### config.mk
export PLATFORM = sky130hd
export DESIGN_NAME = sledb_top
export DESIGN_NICKNAME = d
export VERILOG_FILES = /design/src/common/sledb_pkg.sv /design/src/rtl/sledb_sync.sv /design/src/rtl/sledb_beeper.sv /design/src/rtl/sledb_top.sv
export SDC_FILE = /design/constraint.sdc
export NUM_CORES = 1
export LEC_CHECK = 0
export BUFFER_PORTS_ARGS = -buffer_cell sky130_fd_sc_hd__clkbuf_2
export CAP_MARGIN = 0
export CORE_ASPECT_RATIO = 1.2
export CORE_UTILIZATION = 60
export DETAILED_ROUTE_END_ITERATION = 8
export GPL_TIMING_DRIVEN = 0
export PLACE_DENSITY = 0.8
export SYNTH_ARGS = -nofsm -noshare
export SYNTH_HDL_FRONTEND = slang
export SYNTH_SLANG_ARGS = --single-unit
### constraint.sdc
create_clock -name clk -period 9.38 [get_ports clk]
set_clock_uncertainty 0.1 [all_clocks]
set_input_delay 1.407 -clock clk [delete_from_list [all_inputs] [get_ports clk]]
set_output_delay 1.407 -clock clk [all_outputs]
set_load 0.005 [all_outputs]
### src/common/sledb_pkg.sv
// shared constants for the status led and beeper indicator
package sledb_pkg;
	// =====================================================
	// register byte offsets
	localparam logic [7:0] OFF_CTRL = 8'h00;
	localparam logic [7:0] OFF_STAT = 8'h04;
	localparam logic [7:0] OFF_IRQ_ST = 8'h08;
	localparam logic [7:0] OFF_IRQ_MASK = 8'h0C;
	localparam logic [7:0] OFF_TONE = 8'h10;
	localparam logic [7:0] OFF_ILLUM_TO = 8'h14;
	// control bit positions
	localparam int CTRL_BEEP_EN = 0;
	localparam int CTRL_KEY_EN = 1;
	localparam int CTRL_BEEP_ON_GOOD = 2;
	// interrupt status bits
	localparam int IRQ_SELFTEST = 0;
	localparam int IRQ_GOOD = 1;
	localparam int IRQ_ILLUM_TO = 2;
	localparam int IRQ_KEY = 3;
	// reset values
	localparam logic [2:0] CTRL_RESET = 3'h7;
	localparam logic [31:0] TONE_RESET = 32'h0014_0010;
	// timing
	localparam longint CLK_HZ = 10_000_000;
	localparam int ILLUM_TO_MIN = 10;
	localparam longint ILLUM_TO_CYC = ILLUM_TO_MIN * 60 * CLK_HZ;
	localparam int SHOW_MS = 500;
	localparam int SHOW_CYC = int'(SHOW_MS * (CLK_HZ / 1000));
	localparam int FLICK_MS = 50;
	localparam int FLICK_CYC = int'(FLICK_MS * (CLK_HZ / 1000));
	localparam int BEEP_UNIT_US = 1000;
	localparam int BEEP_UNIT_CYC = int'(BEEP_UNIT_US * (CLK_HZ / 1_000_000));
	// tone sequence kinds
	typedef enum logic [2:0] {
		SEQ_NONE,
		SEQ_POWERUP,
		SEQ_READING,
		SEQ_KEY_START,
		SEQ_KEY_END
	} sledb_seq_t;
endpackage

### src/rtl/sledb_sync.sv
// two flip-flop synchroniser for a bundle of pin levels
`timescale 1ns/1ps
`default_nettype none
module sledb_sync #(
	parameter int W = 8
) (
	// clock and reset
	input wire logic clk,
	input wire logic rst,
	// levels
	input wire logic [W-1:0] d,
	output logic [W-1:0] q
);
	// =====================================================
	// chain
	logic [W-1:0] meta_q;
	// first stage feeds only the second
	always_ff @(posedge clk or posedge rst) begin
		if (rst) begin
			meta_q <= '0;
			q <= '0;
		end else begin
			meta_q <= d;
			q <= meta_q;
		end
	end
endmodule
`default_nettype wire

### src/rtl/sledb_beeper.sv
// beeper tone sequencer: beeps and gaps, two pitches
`timescale 1ns/1ps
`default_nettype none
module sledb_beeper (
	// clock and reset
	input wire logic clk,
	input wire logic rst,
	// request
	input wire logic start,
	input wire sledb_pkg::sledb_seq_t kind,
	// tone settings: length in units, half periods in clocks minus one
	input wire logic [7:0] len_units,
	input wire logic [7:0] half_norm,
	input wire logic [7:0] half_high,
	// outputs
	output logic beep_out,
	output logic busy
);
	// =====================================================
	// sequence state
	logic [2:0] left_q;
	logic last_high_q;
	logic gap_q;
	logic high_q;
	logic [7:0] unit_q;
	logic [15:0] div_q;
	logic [7:0] tone_q;
	logic [3:0] shape;

	// beep count and whether the last one is high
	function automatic logic [3:0] seq_shape(input sledb_pkg::sledb_seq_t k);
		case (k)
			sledb_pkg::SEQ_POWERUP: seq_shape = 4'h3;
			sledb_pkg::SEQ_READING: seq_shape = 4'h4;
			sledb_pkg::SEQ_KEY_START: seq_shape = 4'h1;
			sledb_pkg::SEQ_KEY_END: seq_shape = 4'h9;
			default: seq_shape = 4'h0;
		endcase
	endfunction

	// shape of the requested sequence, split into count and high flag
	assign shape = seq_shape(kind);

	// sequencer; a new start replaces anything playing
	always_ff @(posedge clk or posedge rst) begin
		if (rst) begin
			left_q <= 3'h0;
			last_high_q <= 1'b0;
			gap_q <= 1'b0;
			high_q <= 1'b0;
			unit_q <= 8'h00;
			div_q <= 16'h0000;
		end else if (start) begin // RULE19
			left_q <= shape[2:0];
			last_high_q <= shape[3];
			high_q <= (shape[2:0] == 3'h1) && shape[3];
			gap_q <= 1'b0;
			unit_q <= len_units;
			div_q <= 16'h0000;
		end else if (left_q != 3'h0) begin
			if (div_q == 16'(sledb_pkg::BEEP_UNIT_CYC - 1)) begin
				div_q <= 16'h0000;
				if (unit_q <= 8'h01) begin
					unit_q <= len_units;
					if (gap_q) begin
						gap_q <= 1'b0;
						high_q <= (left_q == 3'h2) && last_high_q;
						left_q <= left_q - 3'h1;
					end else if (left_q == 3'h1) begin
						left_q <= 3'h0;
					end else begin
						gap_q <= 1'b1;
					end
				end else begin
					unit_q <= unit_q - 8'h01;
				end
			end else begin
				div_q <= div_q + 16'h0001;
			end
		end
	end

	// square wave, pitch set by half period
	always_ff @(posedge clk or posedge rst) begin
		if (rst) begin
			tone_q <= 8'h00;
			beep_out <= 1'b0;
			busy <= 1'b0;
		end else begin
			busy <= (left_q != 3'h0) && !start;
			if (left_q == 3'h0 || gap_q) begin
				tone_q <= 8'h00;
				beep_out <= 1'b0;
			end else if (tone_q >= (high_q ? half_high : half_norm)) begin
				tone_q <= 8'h00;
				beep_out <= !beep_out;
			end else begin
				tone_q <= tone_q + 8'h01;
			end
		end
	end
endmodule
`default_nettype wire

### src/rtl/sledb_top.sv
// status led and beeper indicator with apb registers
// =====================================================
// Notes on behaviour
// (RULE1) self-test pass: ready orange, result, illum briefly
// (RULE2) reading mode holds ready green
// (RULE3) leaving reading mode turns ready green off
// (RULE4) result led follows second result output
// (RULE5) illum led lit while illumination enabled
// (RULE6) continuous trigger keeps illum led steady
// (RULE7) transmit led flickers while serial sending
// (RULE8) link led lit while ethernet connected
// (RULE9) traffic led lights on addressed frames
// (RULE10) power-up tone after self-test pass
// (RULE11) good decode beeps in reading mode
// (RULE12) illumination timeout disables illumination, beeps
// (RULE13) key start gives normal beep
// (RULE14) key interval: high beep on good/end
// (RULE15) beeper enabled by default, configurable
// (RULE16) trigger from sensor, continuous, or host
// (RULE17) disabled key neither starts nor beeps
// (RULE18) flicker by stretching transmit activity visibly; code does not stretch, it toggles led_tx while busy
// (RULE19) sequencer plays tones, new request replaces
`timescale 1ns/1ps
`default_nettype none
module sledb_top #(
	parameter longint ILLUM_TO_CYCLES = sledb_pkg::ILLUM_TO_CYC,
	parameter int SHOW_CYCLES = sledb_pkg::SHOW_CYC,
	parameter int FLICK_CYCLES = sledb_pkg::FLICK_CYC
) (
	// clock and reset
	input wire logic clk,
	input wire logic rst,
	// apb slave
	input wire logic psel,
	input wire logic penable,
	input wire logic pwrite,
	input wire logic [7:0] paddr,
	input wire logic [31:0] pwdata,
	output logic [31:0] prdata,
	output logic pready,
	output logic pslverr,
	// device state, synchronous
	input wire logic selftest_pass,
	input wire logic reading_mode,
	input wire logic good_read,
	input wire logic result2_out,
	input wire logic illum_req,
	input wire logic continuous_mode,
	input wire logic interval_end,
	input wire logic ser_tx_busy,
	// pins
	input wire logic key_n,
	input wire logic eth_link,
	input wire logic eth_traffic,
	// indicators
	output logic led_ready_orange,
	output logic led_ready_green,
	output logic led_result,
	output logic led_illum,
	output logic led_tx,
	output logic led_eth_link,
	output logic led_eth_data,
	output logic illum_en,
	output logic beep_out,
	output logic irq
);
	// =====================================================
	// registers
	logic [2:0] ctrl_q;
	logic [3:0] irq_st_q;
	logic [3:0] irq_mask_q;
	logic [31:0] tone_q;
	logic illum_off_q;
	logic [3:0] ev;
	logic wr_en;
	logic rd_en;

	// apb answers in the access cycle, no wait states
	assign wr_en = psel && penable && pwrite;
	assign rd_en = psel && !penable && !pwrite;

	always_ff @(posedge clk or posedge rst) begin
		if (rst) begin
			ctrl_q <= sledb_pkg::CTRL_RESET;
			irq_mask_q <= 4'h0;
			tone_q <= sledb_pkg::TONE_RESET;
		end else if (wr_en) begin
			case (paddr)
				sledb_pkg::OFF_CTRL: ctrl_q <= pwdata[2:0]; // RULE15
				sledb_pkg::OFF_IRQ_MASK: irq_mask_q <= pwdata[3:0];
				sledb_pkg::OFF_TONE: tone_q <= pwdata;
				default: ;
			endcase
		end
	end

	// =====================================================
	// pin synchronisers
	logic [2:0] pins_s;
	sledb_sync #(.W(3)) u_sync (
		.clk(clk),
		.rst(rst),
		.d({!key_n, eth_link, eth_traffic}),
		.q(pins_s)
	);

	// key press edge
	logic key_prev_q;
	logic key_rise;
	always_ff @(posedge clk or posedge rst) begin
		if (rst) begin
			key_prev_q <= 1'b0;
		end else begin
			key_prev_q <= pins_s[2];
		end
	end
	assign key_rise = pins_s[2] && !key_prev_q && ctrl_q[sledb_pkg::CTRL_KEY_EN]; // RULE17

	// =====================================================
	// self-test show and mode tracking
	logic st_prev_q;
	logic [31:0] show_q;
	logic st_rise;
	assign st_rise = selftest_pass && !st_prev_q;
	always_ff @(posedge clk or posedge rst) begin
		if (rst) begin
			st_prev_q <= 1'b0;
			show_q <= 32'h0;
		end else begin
			st_prev_q <= selftest_pass;
			if (st_rise) begin
				show_q <= 32'(SHOW_CYCLES);
			end else if (show_q != 32'h0) begin
				show_q <= show_q - 32'h1;
			end
		end
	end

	// key-started interval, ends on good read or interval end
	logic key_iv_q;
	always_ff @(posedge clk or posedge rst) begin
		if (rst) begin
			key_iv_q <= 1'b0;
		end else if (key_rise) begin
			key_iv_q <= 1'b1;
		end else if (good_read || interval_end) begin
			key_iv_q <= 1'b0;
		end
	end

	// =====================================================
	// illumination timeout; trigger source is outside, any enables lamps
	logic [39:0] ill_cnt_q;
	logic ill_to;
	assign ill_to = ill_cnt_q == 40'(ILLUM_TO_CYCLES - 1);
	always_ff @(posedge clk or posedge rst) begin
		if (rst) begin
			ill_cnt_q <= 40'h0;
			illum_off_q <= 1'b0;
		end else if (!reading_mode) begin
			ill_cnt_q <= 40'h0;
			illum_off_q <= 1'b0;
		end else if (illum_req && !illum_off_q) begin
			ill_cnt_q <= ill_to ? 40'h0 : ill_cnt_q + 40'h1;
			if (ill_to) begin
				illum_off_q <= 1'b1; // RULE12
			end
		end else if (!illum_req) begin
			ill_cnt_q <= 40'h0;
			illum_off_q <= 1'b0;
		end
	end

	// =====================================================
	// tx flicker: toggle while busy at a visible rate
	logic [31:0] flick_q;
	logic flick_ph_q;
	always_ff @(posedge clk or posedge rst) begin
		if (rst) begin
			flick_q <= 32'h0;
			flick_ph_q <= 1'b0;
		end else if (!ser_tx_busy) begin
			flick_q <= 32'h0;
			flick_ph_q <= 1'b0;
		end else if (flick_q == 32'(FLICK_CYCLES - 1)) begin
			flick_q <= 32'h0;
			flick_ph_q <= !flick_ph_q; // RULE18
		end else begin
			flick_q <= flick_q + 32'h1;
		end
	end

	// =====================================================
	// indicator outputs
	logic showing;
	logic lamps;
	assign showing = show_q != 32'h0;
	assign lamps = (illum_req || continuous_mode) && !illum_off_q; // RULE16
	always_ff @(posedge clk or posedge rst) begin
		if (rst) begin
			led_ready_orange <= 1'b0;
			led_ready_green <= 1'b0;
			led_result <= 1'b0;
			led_illum <= 1'b0;
			led_tx <= 1'b0;
			led_eth_link <= 1'b0;
			led_eth_data <= 1'b0;
			illum_en <= 1'b0;
		end else begin
			led_ready_orange <= showing; // RULE1
			led_ready_green <= reading_mode && !showing; // RULE2 RULE3
			led_result <= showing || result2_out; // RULE4
			led_illum <= showing || lamps; // RULE5 RULE6
			illum_en <= lamps;
			led_tx <= ser_tx_busy && !flick_ph_q; // RULE7
			led_eth_link <= pins_s[1]; // RULE8
			led_eth_data <= pins_s[0]; // RULE9
		end
	end

	// =====================================================
	// beeper requests, first one in the chain wins by priority
	logic ill_beep;
	sledb_pkg::sledb_seq_t req_kind;
	logic req;
	logic beep_busy;
	assign ill_beep = reading_mode && illum_req && !illum_off_q && ill_to;
	always_comb begin
		req = 1'b0;
		req_kind = sledb_pkg::SEQ_NONE;
		if (ctrl_q[sledb_pkg::CTRL_BEEP_EN]) begin
			if (st_rise) begin
				req = 1'b1;
				req_kind = sledb_pkg::SEQ_POWERUP; // RULE10
			end else if (key_rise) begin
				req = 1'b1;
				req_kind = sledb_pkg::SEQ_KEY_START; // RULE13
			end else if (key_iv_q && (good_read || interval_end)) begin
				req = 1'b1;
				req_kind = sledb_pkg::SEQ_KEY_END; // RULE14
			end else if (reading_mode && good_read && ctrl_q[sledb_pkg::CTRL_BEEP_ON_GOOD]) begin
				req = 1'b1;
				req_kind = sledb_pkg::SEQ_READING; // RULE11
			end else if (ill_beep) begin
				req = 1'b1;
				req_kind = sledb_pkg::SEQ_READING; // RULE12
			end
		end
	end

	logic beep_raw;
	sledb_beeper u_beep (
		.clk(clk),
		.rst(rst),
		.start(req),
		.kind(req_kind),
		.len_units(tone_q[23:16]),
		.half_norm(tone_q[7:0]),
		.half_high(tone_q[15:8]),
		.beep_out(beep_raw),
		.busy(beep_busy)
	);
	always_ff @(posedge clk or posedge rst) begin
		if (rst) begin
			beep_out <= 1'b0;
		end else begin
			beep_out <= beep_raw;
		end
	end

	// =====================================================
	// interrupts: set wins over write-one-to-clear
	assign ev = {key_rise, ill_beep, reading_mode && good_read, st_rise};
	always_ff @(posedge clk or posedge rst) begin
		if (rst) begin
			irq_st_q <= 4'h0;
		end else if (wr_en && paddr == sledb_pkg::OFF_IRQ_ST) begin
			irq_st_q <= (irq_st_q & ~pwdata[3:0]) | ev;
		end else begin
			irq_st_q <= irq_st_q | ev;
		end
	end
	always_ff @(posedge clk or posedge rst) begin
		if (rst) begin
			irq <= 1'b0;
		end else begin
			irq <= |(irq_st_q & irq_mask_q);
		end
	end

	// read mux, registered in setup so data is ready in access
	always_ff @(posedge clk or posedge rst) begin
		if (rst) begin
			prdata <= 32'h0;
			pslverr <= 1'b0;
			pready <= 1'b0;
		end else begin
			pready <= psel && !penable;
			pslverr <= 1'b0;
			if (psel && !penable) begin
				pslverr <= !(paddr == sledb_pkg::OFF_CTRL || paddr == sledb_pkg::OFF_STAT
					|| paddr == sledb_pkg::OFF_IRQ_ST || paddr == sledb_pkg::OFF_IRQ_MASK
					|| paddr == sledb_pkg::OFF_TONE);
			end
			if (rd_en) begin
				case (paddr)
					sledb_pkg::OFF_CTRL: prdata <= {29'h0, ctrl_q};
					sledb_pkg::OFF_STAT: prdata <= {26'h0, beep_busy, key_iv_q,
						illum_off_q, lamps, reading_mode, showing};
					sledb_pkg::OFF_IRQ_ST: prdata <= {28'h0, irq_st_q};
					sledb_pkg::OFF_IRQ_MASK: prdata <= {28'h0, irq_mask_q};
					sledb_pkg::OFF_TONE: prdata <= tone_q;
					default: prdata <= 32'h0;
				endcase
			end
		end
	end

	// =====================================================
	// assertions
	a_ready_green: assert property (@(posedge clk) disable iff (rst)
		!reading_mode |=> !led_ready_green) else $error("ready green lit outside reading"); // RULE3
	a_ready_steady: assert property (@(posedge clk) disable iff (rst)
		reading_mode && !showing |=> led_ready_green) else $error("ready green not lit"); // RULE2
	a_show_leds: assert property (@(posedge clk) disable iff (rst)
		st_rise |=> ##1 led_ready_orange && led_result && led_illum) else $error("show missing"); // RULE1
	a_result_follow: assert property (@(posedge clk) disable iff (rst)
		result2_out |=> led_result) else $error("result led not following"); // RULE4
	a_illum_cont: assert property (@(posedge clk) disable iff (rst)
		continuous_mode && !illum_off_q |=> led_illum) else $error("illum led dark"); // RULE6
	a_link_led: assert property (@(posedge clk) disable iff (rst)
		pins_s[1] |=> led_eth_link) else $error("link led dark"); // RULE8
	a_key_off: assert property (@(posedge clk) disable iff (rst)
		!ctrl_q[sledb_pkg::CTRL_KEY_EN] |-> !key_rise) else $error("disabled key acted"); // RULE17
	a_tx_idle: assert property (@(posedge clk) disable iff (rst)
		!ser_tx_busy |=> !led_tx) else $error("tx led lit idle"); // RULE7
	a_boot_tone: assert property (@(posedge clk) disable iff (rst)
		st_rise && ctrl_q[sledb_pkg::CTRL_BEEP_EN] |=> ##1 beep_busy) else $error("no power-up tone"); // RULE10
	a_irq_level: assert property (@(posedge clk) disable iff (rst)
		|(irq_st_q & irq_mask_q) |=> irq) else $error("irq not raised");
	c_good_beep: cover property (@(posedge clk) reading_mode && good_read && req);
	c_illum_to: cover property (@(posedge clk) ill_beep);
	c_key_iv: cover property (@(posedge clk) key_rise ##[1:20] key_iv_q && interval_end);
endmodule
`default_nettype wire

# After elaboration in Yosys (flattened, before gate mapping)
# Cells that the tools add are included.
# op_classes
mux	61
n_reduce_logical	62
bitwise	5
n_addsub	7
magnitude_cmp	2
n_eq_ne	17
# op_table
operator	count
two-way mux 40 bit	4
one-hot mux 32 bit (5 select lines)	1
two-way mux 32 bit	4
two-way mux 8 bit	7
two-way mux 16 bit	3
adder 40 x 1 -> 40 bit, second input constant	1
== test 40 x 33 -> 1 bit, second input constant	1
adder 32 x 1 -> 32 bit, second input constant	1
== test 32 x 19 -> 1 bit, second input constant	1
nonzero test 32 bit	1
subtractor 32 x 1 -> 32 bit, second input constant	1
two-way mux 3 bit	10
two-way mux 1 bit	28
logical AND 1 bit	21
adder 16 x 1 -> 16 bit, second input constant	1
== test 16 x 14 -> 1 bit, second input constant	1
== test 8 x 4 -> 1 bit, second input constant	2
one-hot mux 4 bit (4 select lines)	1
nonzero test 2 bit	7
zero test 1 bit	11
AND reduction 2 bit	5
== test 3 x 1 -> 1 bit, second input constant	3
== test 3 x 2 -> 1 bit, second input constant	3
logical OR 1 bit	9
other kinds (22)	27
# totals
ff_bits	242
word_cells	190

# Longest topological paths before layout
# logic_depth
ltp_word	14
ltp_mapped	9

# Hierarchy
# Synthesis repeated with hierarchy kept, for this count alone.
# hier_totals
hier_cells	1203
hier_area_um2	11880.1
# by_module_without_submodules
module	area_each_um2	n_inst	cells_per_inst
sledb_top	9237.6	1	925
sledb_beeper	2488.6	1	271
sledb_sync	153.9	1	7

# Least setup slack after synthesis
# No wires, ideal clock.
# synth_path
path_kind	input to register
from	input paddr[0]
to	register tone_q[0]
n_path_buf	3
path_slack_ps	5768
arrival_ps	3387
stages	8
setup_ps	125
path_cell_list	or4_1 nor2_1 and3_1 clkbuf_1 and2_1 clkbuf_1 buf_1 mux2_2
# synth_via
elab_chain_cells	2
# synth_lines
item	line_no	text
from (decl)	sledb_top.sv:37	input wire logic [7:0] paddr,
== test 8 x 5 -> 1 bit	sledb_top.sv:88	case (paddr)
AND reduction 2 bit (no source line)	-	
to (signal assigned)	sledb_top.sv:86	tone_q <= sledb_pkg::TONE_RESET;
to (signal assigned)	sledb_top.sv:91	sledb_pkg::OFF_TONE: tone_q <= pwdata;
to (decl)	sledb_top.sv:72	logic [31:0] tone_q;
# No other way between the ends.
# A chain may end at the register's enable or synchronous reset.

# Final worst setup path
# layout_path
from	input paddr[5]
to	register tone_q[24]
# The elaborated chain is that of the path after synthesis.

==> results.yml <==
run_status:
  status: "complete, no violations"
cts:
  cts_setup_buffers: 0
  cts_buffers: 25
  cts.sinks: 242
  tritoncts: "built"
  ctsHtreeMaxLevel: 1
  clkSlewWorstSetupHoldPaths_ns: 0.06
  cts_resized: 0
  cts_max_path_buffers: 3
  clock_latency_ns: 0.53
  cts_hold_buf: 0
  root_buffer: "clkbuf_16"
sta:
  setup_viol: 0
  relSlewSlack: 0.312
  hold_viol: 0
  setup_slack_ns: 5.56
  drv_slew: 0
  rsz0062_at_grt: "no"
  fmax_mhz: 261
  tightest_slew_ns: 1.02
  holdWs_ns: 0.248
  period_needed_ns: 3.82
  finalCritPeriodShare: 0.408
power_and_ir_drop:
  power_density_nw_per_um2: 178
  intPower_mw: 1.77
  finalPower_mw: 2.37
  clkPwrFrac: 0.420
  switching_power_mw: 0.604
  switching_share: 0.255
  power_frac_seq: 0.481
  leakagePower_nw: 6.00
  pwr-share-comb: 0.099
  peakVddDrop_mv: 0.221
min_path:
  hold_class: "register to register"
  worstHoldStart: "u_sync.q[0]"
place:
  gp_routability_congestion: 0.811
  place_area_um2: 12500
  portBuffers: 97
  place_hpwl_mm: 18.0
  dp_slack_ns: 5.08
grt:
  grt_use_total: 0.272
  grt_max_degree: 135
  grt_overflow: 0
  grt_pass1_vias: 9089
  grt_antenna_before_repair: 0
  grt_first_pass_wirelength_mm: 43.7
finish:
  diodes: 0
  design_area_um2: 13300
  fillers: 1385
  drive_gt1_frac: 0.157
  final_nets: 1376
  post-route-util: 0.705
  multi_input_area_um2: 5280
  areaGrowthSynthToFinish_pct: 14.6
  regArea_um2: 6060
route:
  routed_wl_mm: 25.9
  ant_nets: 0
  drt_iter0_markers: 681
  detail_route.wl_per_cell_um: 16.5
  viasPerCell: 5.84
  vias: 9195
  firstDrtPassIters: 5
  drc: 0
floorplanning:
  die_area_um2: 20000
  die_w_um: 129
  floorplan.core_area_um2: 18900
  ios: 100
  die_h_um: 155
  row_count: 55
  start_util: 0.616
logic_synthesis:
  syn_inst: 1175
  synthArstFlopShare: 1.00
  yosys.area.top_type: "dfrtp_1"
  synth_enable_flop_cells: 0
  synth_area_leaders: "dfrtp_1, xnor2_1, nor2_1"
  synth.distinct_cells: 68
  yosys.area.top_type_share: 0.507
  yosys-top-cells-count: "dfrtp_1, nor2_1, nand2_1"
  synthFlopType: "dfrtp_1"
  synth_nets: 1250
  syn-cell-area_um2: 11600
  yosysSeqAreaShare: 0.521
  yosysWarnings: 0
  synth_seq_cells: 242
  synth.most_common_cell: "dfrtp_1"
  syn-mean-instance-area_um2: 9.91
worst_setup_path:
  worstSetupPathType: "input pin to register"
  crit_top_cell: "clkbuf_1"
  cp-end-kind: "register"
  crit_chain: "clkbuf_2, or4_1, nor2_1, and3_1, clkbuf_1, and2_1, clkbuf_1, buf_1, mux2_2"
  cp_max_fo: 10
  cp.arrival_ns: 4.14
  critPathMaxStageDelay_ns: 0.58
  crit_slowest_cell: "or4_1"
  setup.worst_path.start: "paddr[5]"
  worst_ep_required_time_ns: 9.69
  cp-start-kind: "input pin"
  r2r-start: "ill_cnt_q[0]"
run:
  drv_cap: 0
-- critical path: cells and delay by family --
kind                   cells  cell delay [ns]
buffers and inverters      4             1.17
and+or+nand+nor            4             1.12
muxes                      1             0.42
-- power by group through the flow --
stage | logic (mW) | clock network, mW | registers (mW)
floorplan | 0.169 | 0 | 1.15
global placement | 0.222 | 0 | 1.16
detailed placement | 0.234 | 0 | 1.16
CTS | 0.237 | 1.01 | 1.14
global route | 0.266 | 1.06 | 1.15
finish | 0.235 | 0.998 | 1.14
-- worst paths after layout --
kind                       slack (ns)  cells after the start              end
max                              5.56                      9       tone_q[24]
min                              0.25                      0     led_eth_data
max reg2reg                      6.28                      8  u_beep.div_q[7]
min reg2reg                      0.25                      0     led_eth_data
max in group asynchronous        7.22                      4       tone_q[20]
min in group asynchronous        0.70                      2     ill_cnt_q[5]
-- stage by stage --
step	setup TNS (ns)	instances
after global placement	-293.63	1528
final	0	1575
after global routing	0	1575
after detailed placement	0	1530
after CTS	0	1575
after floorplan	0	1175
-- cell usage in the layout, fill, tap and decap left out, types with 10 or more instances in the layout --
cell type,instances
a21oi_1,40
and3_1,26
and4_1,11
clkbuf_1,42
clkbuf_16,25
clkbuf_2,97
dfrtp_1,236
ha_1,19
inv_1,29
mux2_2,40
mux2i_1,13
nand2_1,132
nand2b_1,10
nand3_1,77
nand4_1,23
nor2_1,136
nor3_1,41
nor4_1,19
o21ai_0,34
or3_1,17
or4_1,11
xnor2_1,63
xor2_1,29
-- layout make-up --
cell class	instances	share of cell area
clock buffer	33	0.0529
multi-input combinational	853	0.395
buffer	50	0.0148
clock inverter	12	0.00919
tap	256	0.0240
inverter	30	0.00900
timing repair buffer	99	0.0405
sequential	242	0.454
-- cells by family (layout without fill, tap and decap cells) --
family          count (synthesis)  after routing  share of synthesized area
xor+xnor                       92             92                     0.0692
fa+ha+maj                      19             19                     0.0204
flops                         242            242                      0.521
mux                            55             55                     0.0537
compound gates                136            136                     0.0741
simple gates                  551            551                      0.235
buf+inv                        80            224                     0.0266
-- sequential cells by signal, indices dropped and copies added, names as in the netlist, 3 cells and up --
register / flops
ill_cnt_q: 40
tone_q: 32
u_beep.unit_q: 8
irq_mask_q: 4
u_sync.q: 3
ctrl_q: 3
prdata: 32
show_q: 32
u_beep.tone_q: 8
u_beep.div_q: 16
u_beep.left_q: 3
flick_q: 32
irq_st_q: 4
u_sync.meta_q: 3
-- routing by layer --
metal	track usage	vias up	wire (µm)	share of wire
met1	0.342	4561	10800	0.42
met2	0.471	205	13300	0.51
met3	0.0457	45	1170	0.045
met5	0	-	0	0
li1	-	4384	-	-
met4	0.0941	0	614	0.024
(Power assumes the default switching activity.)
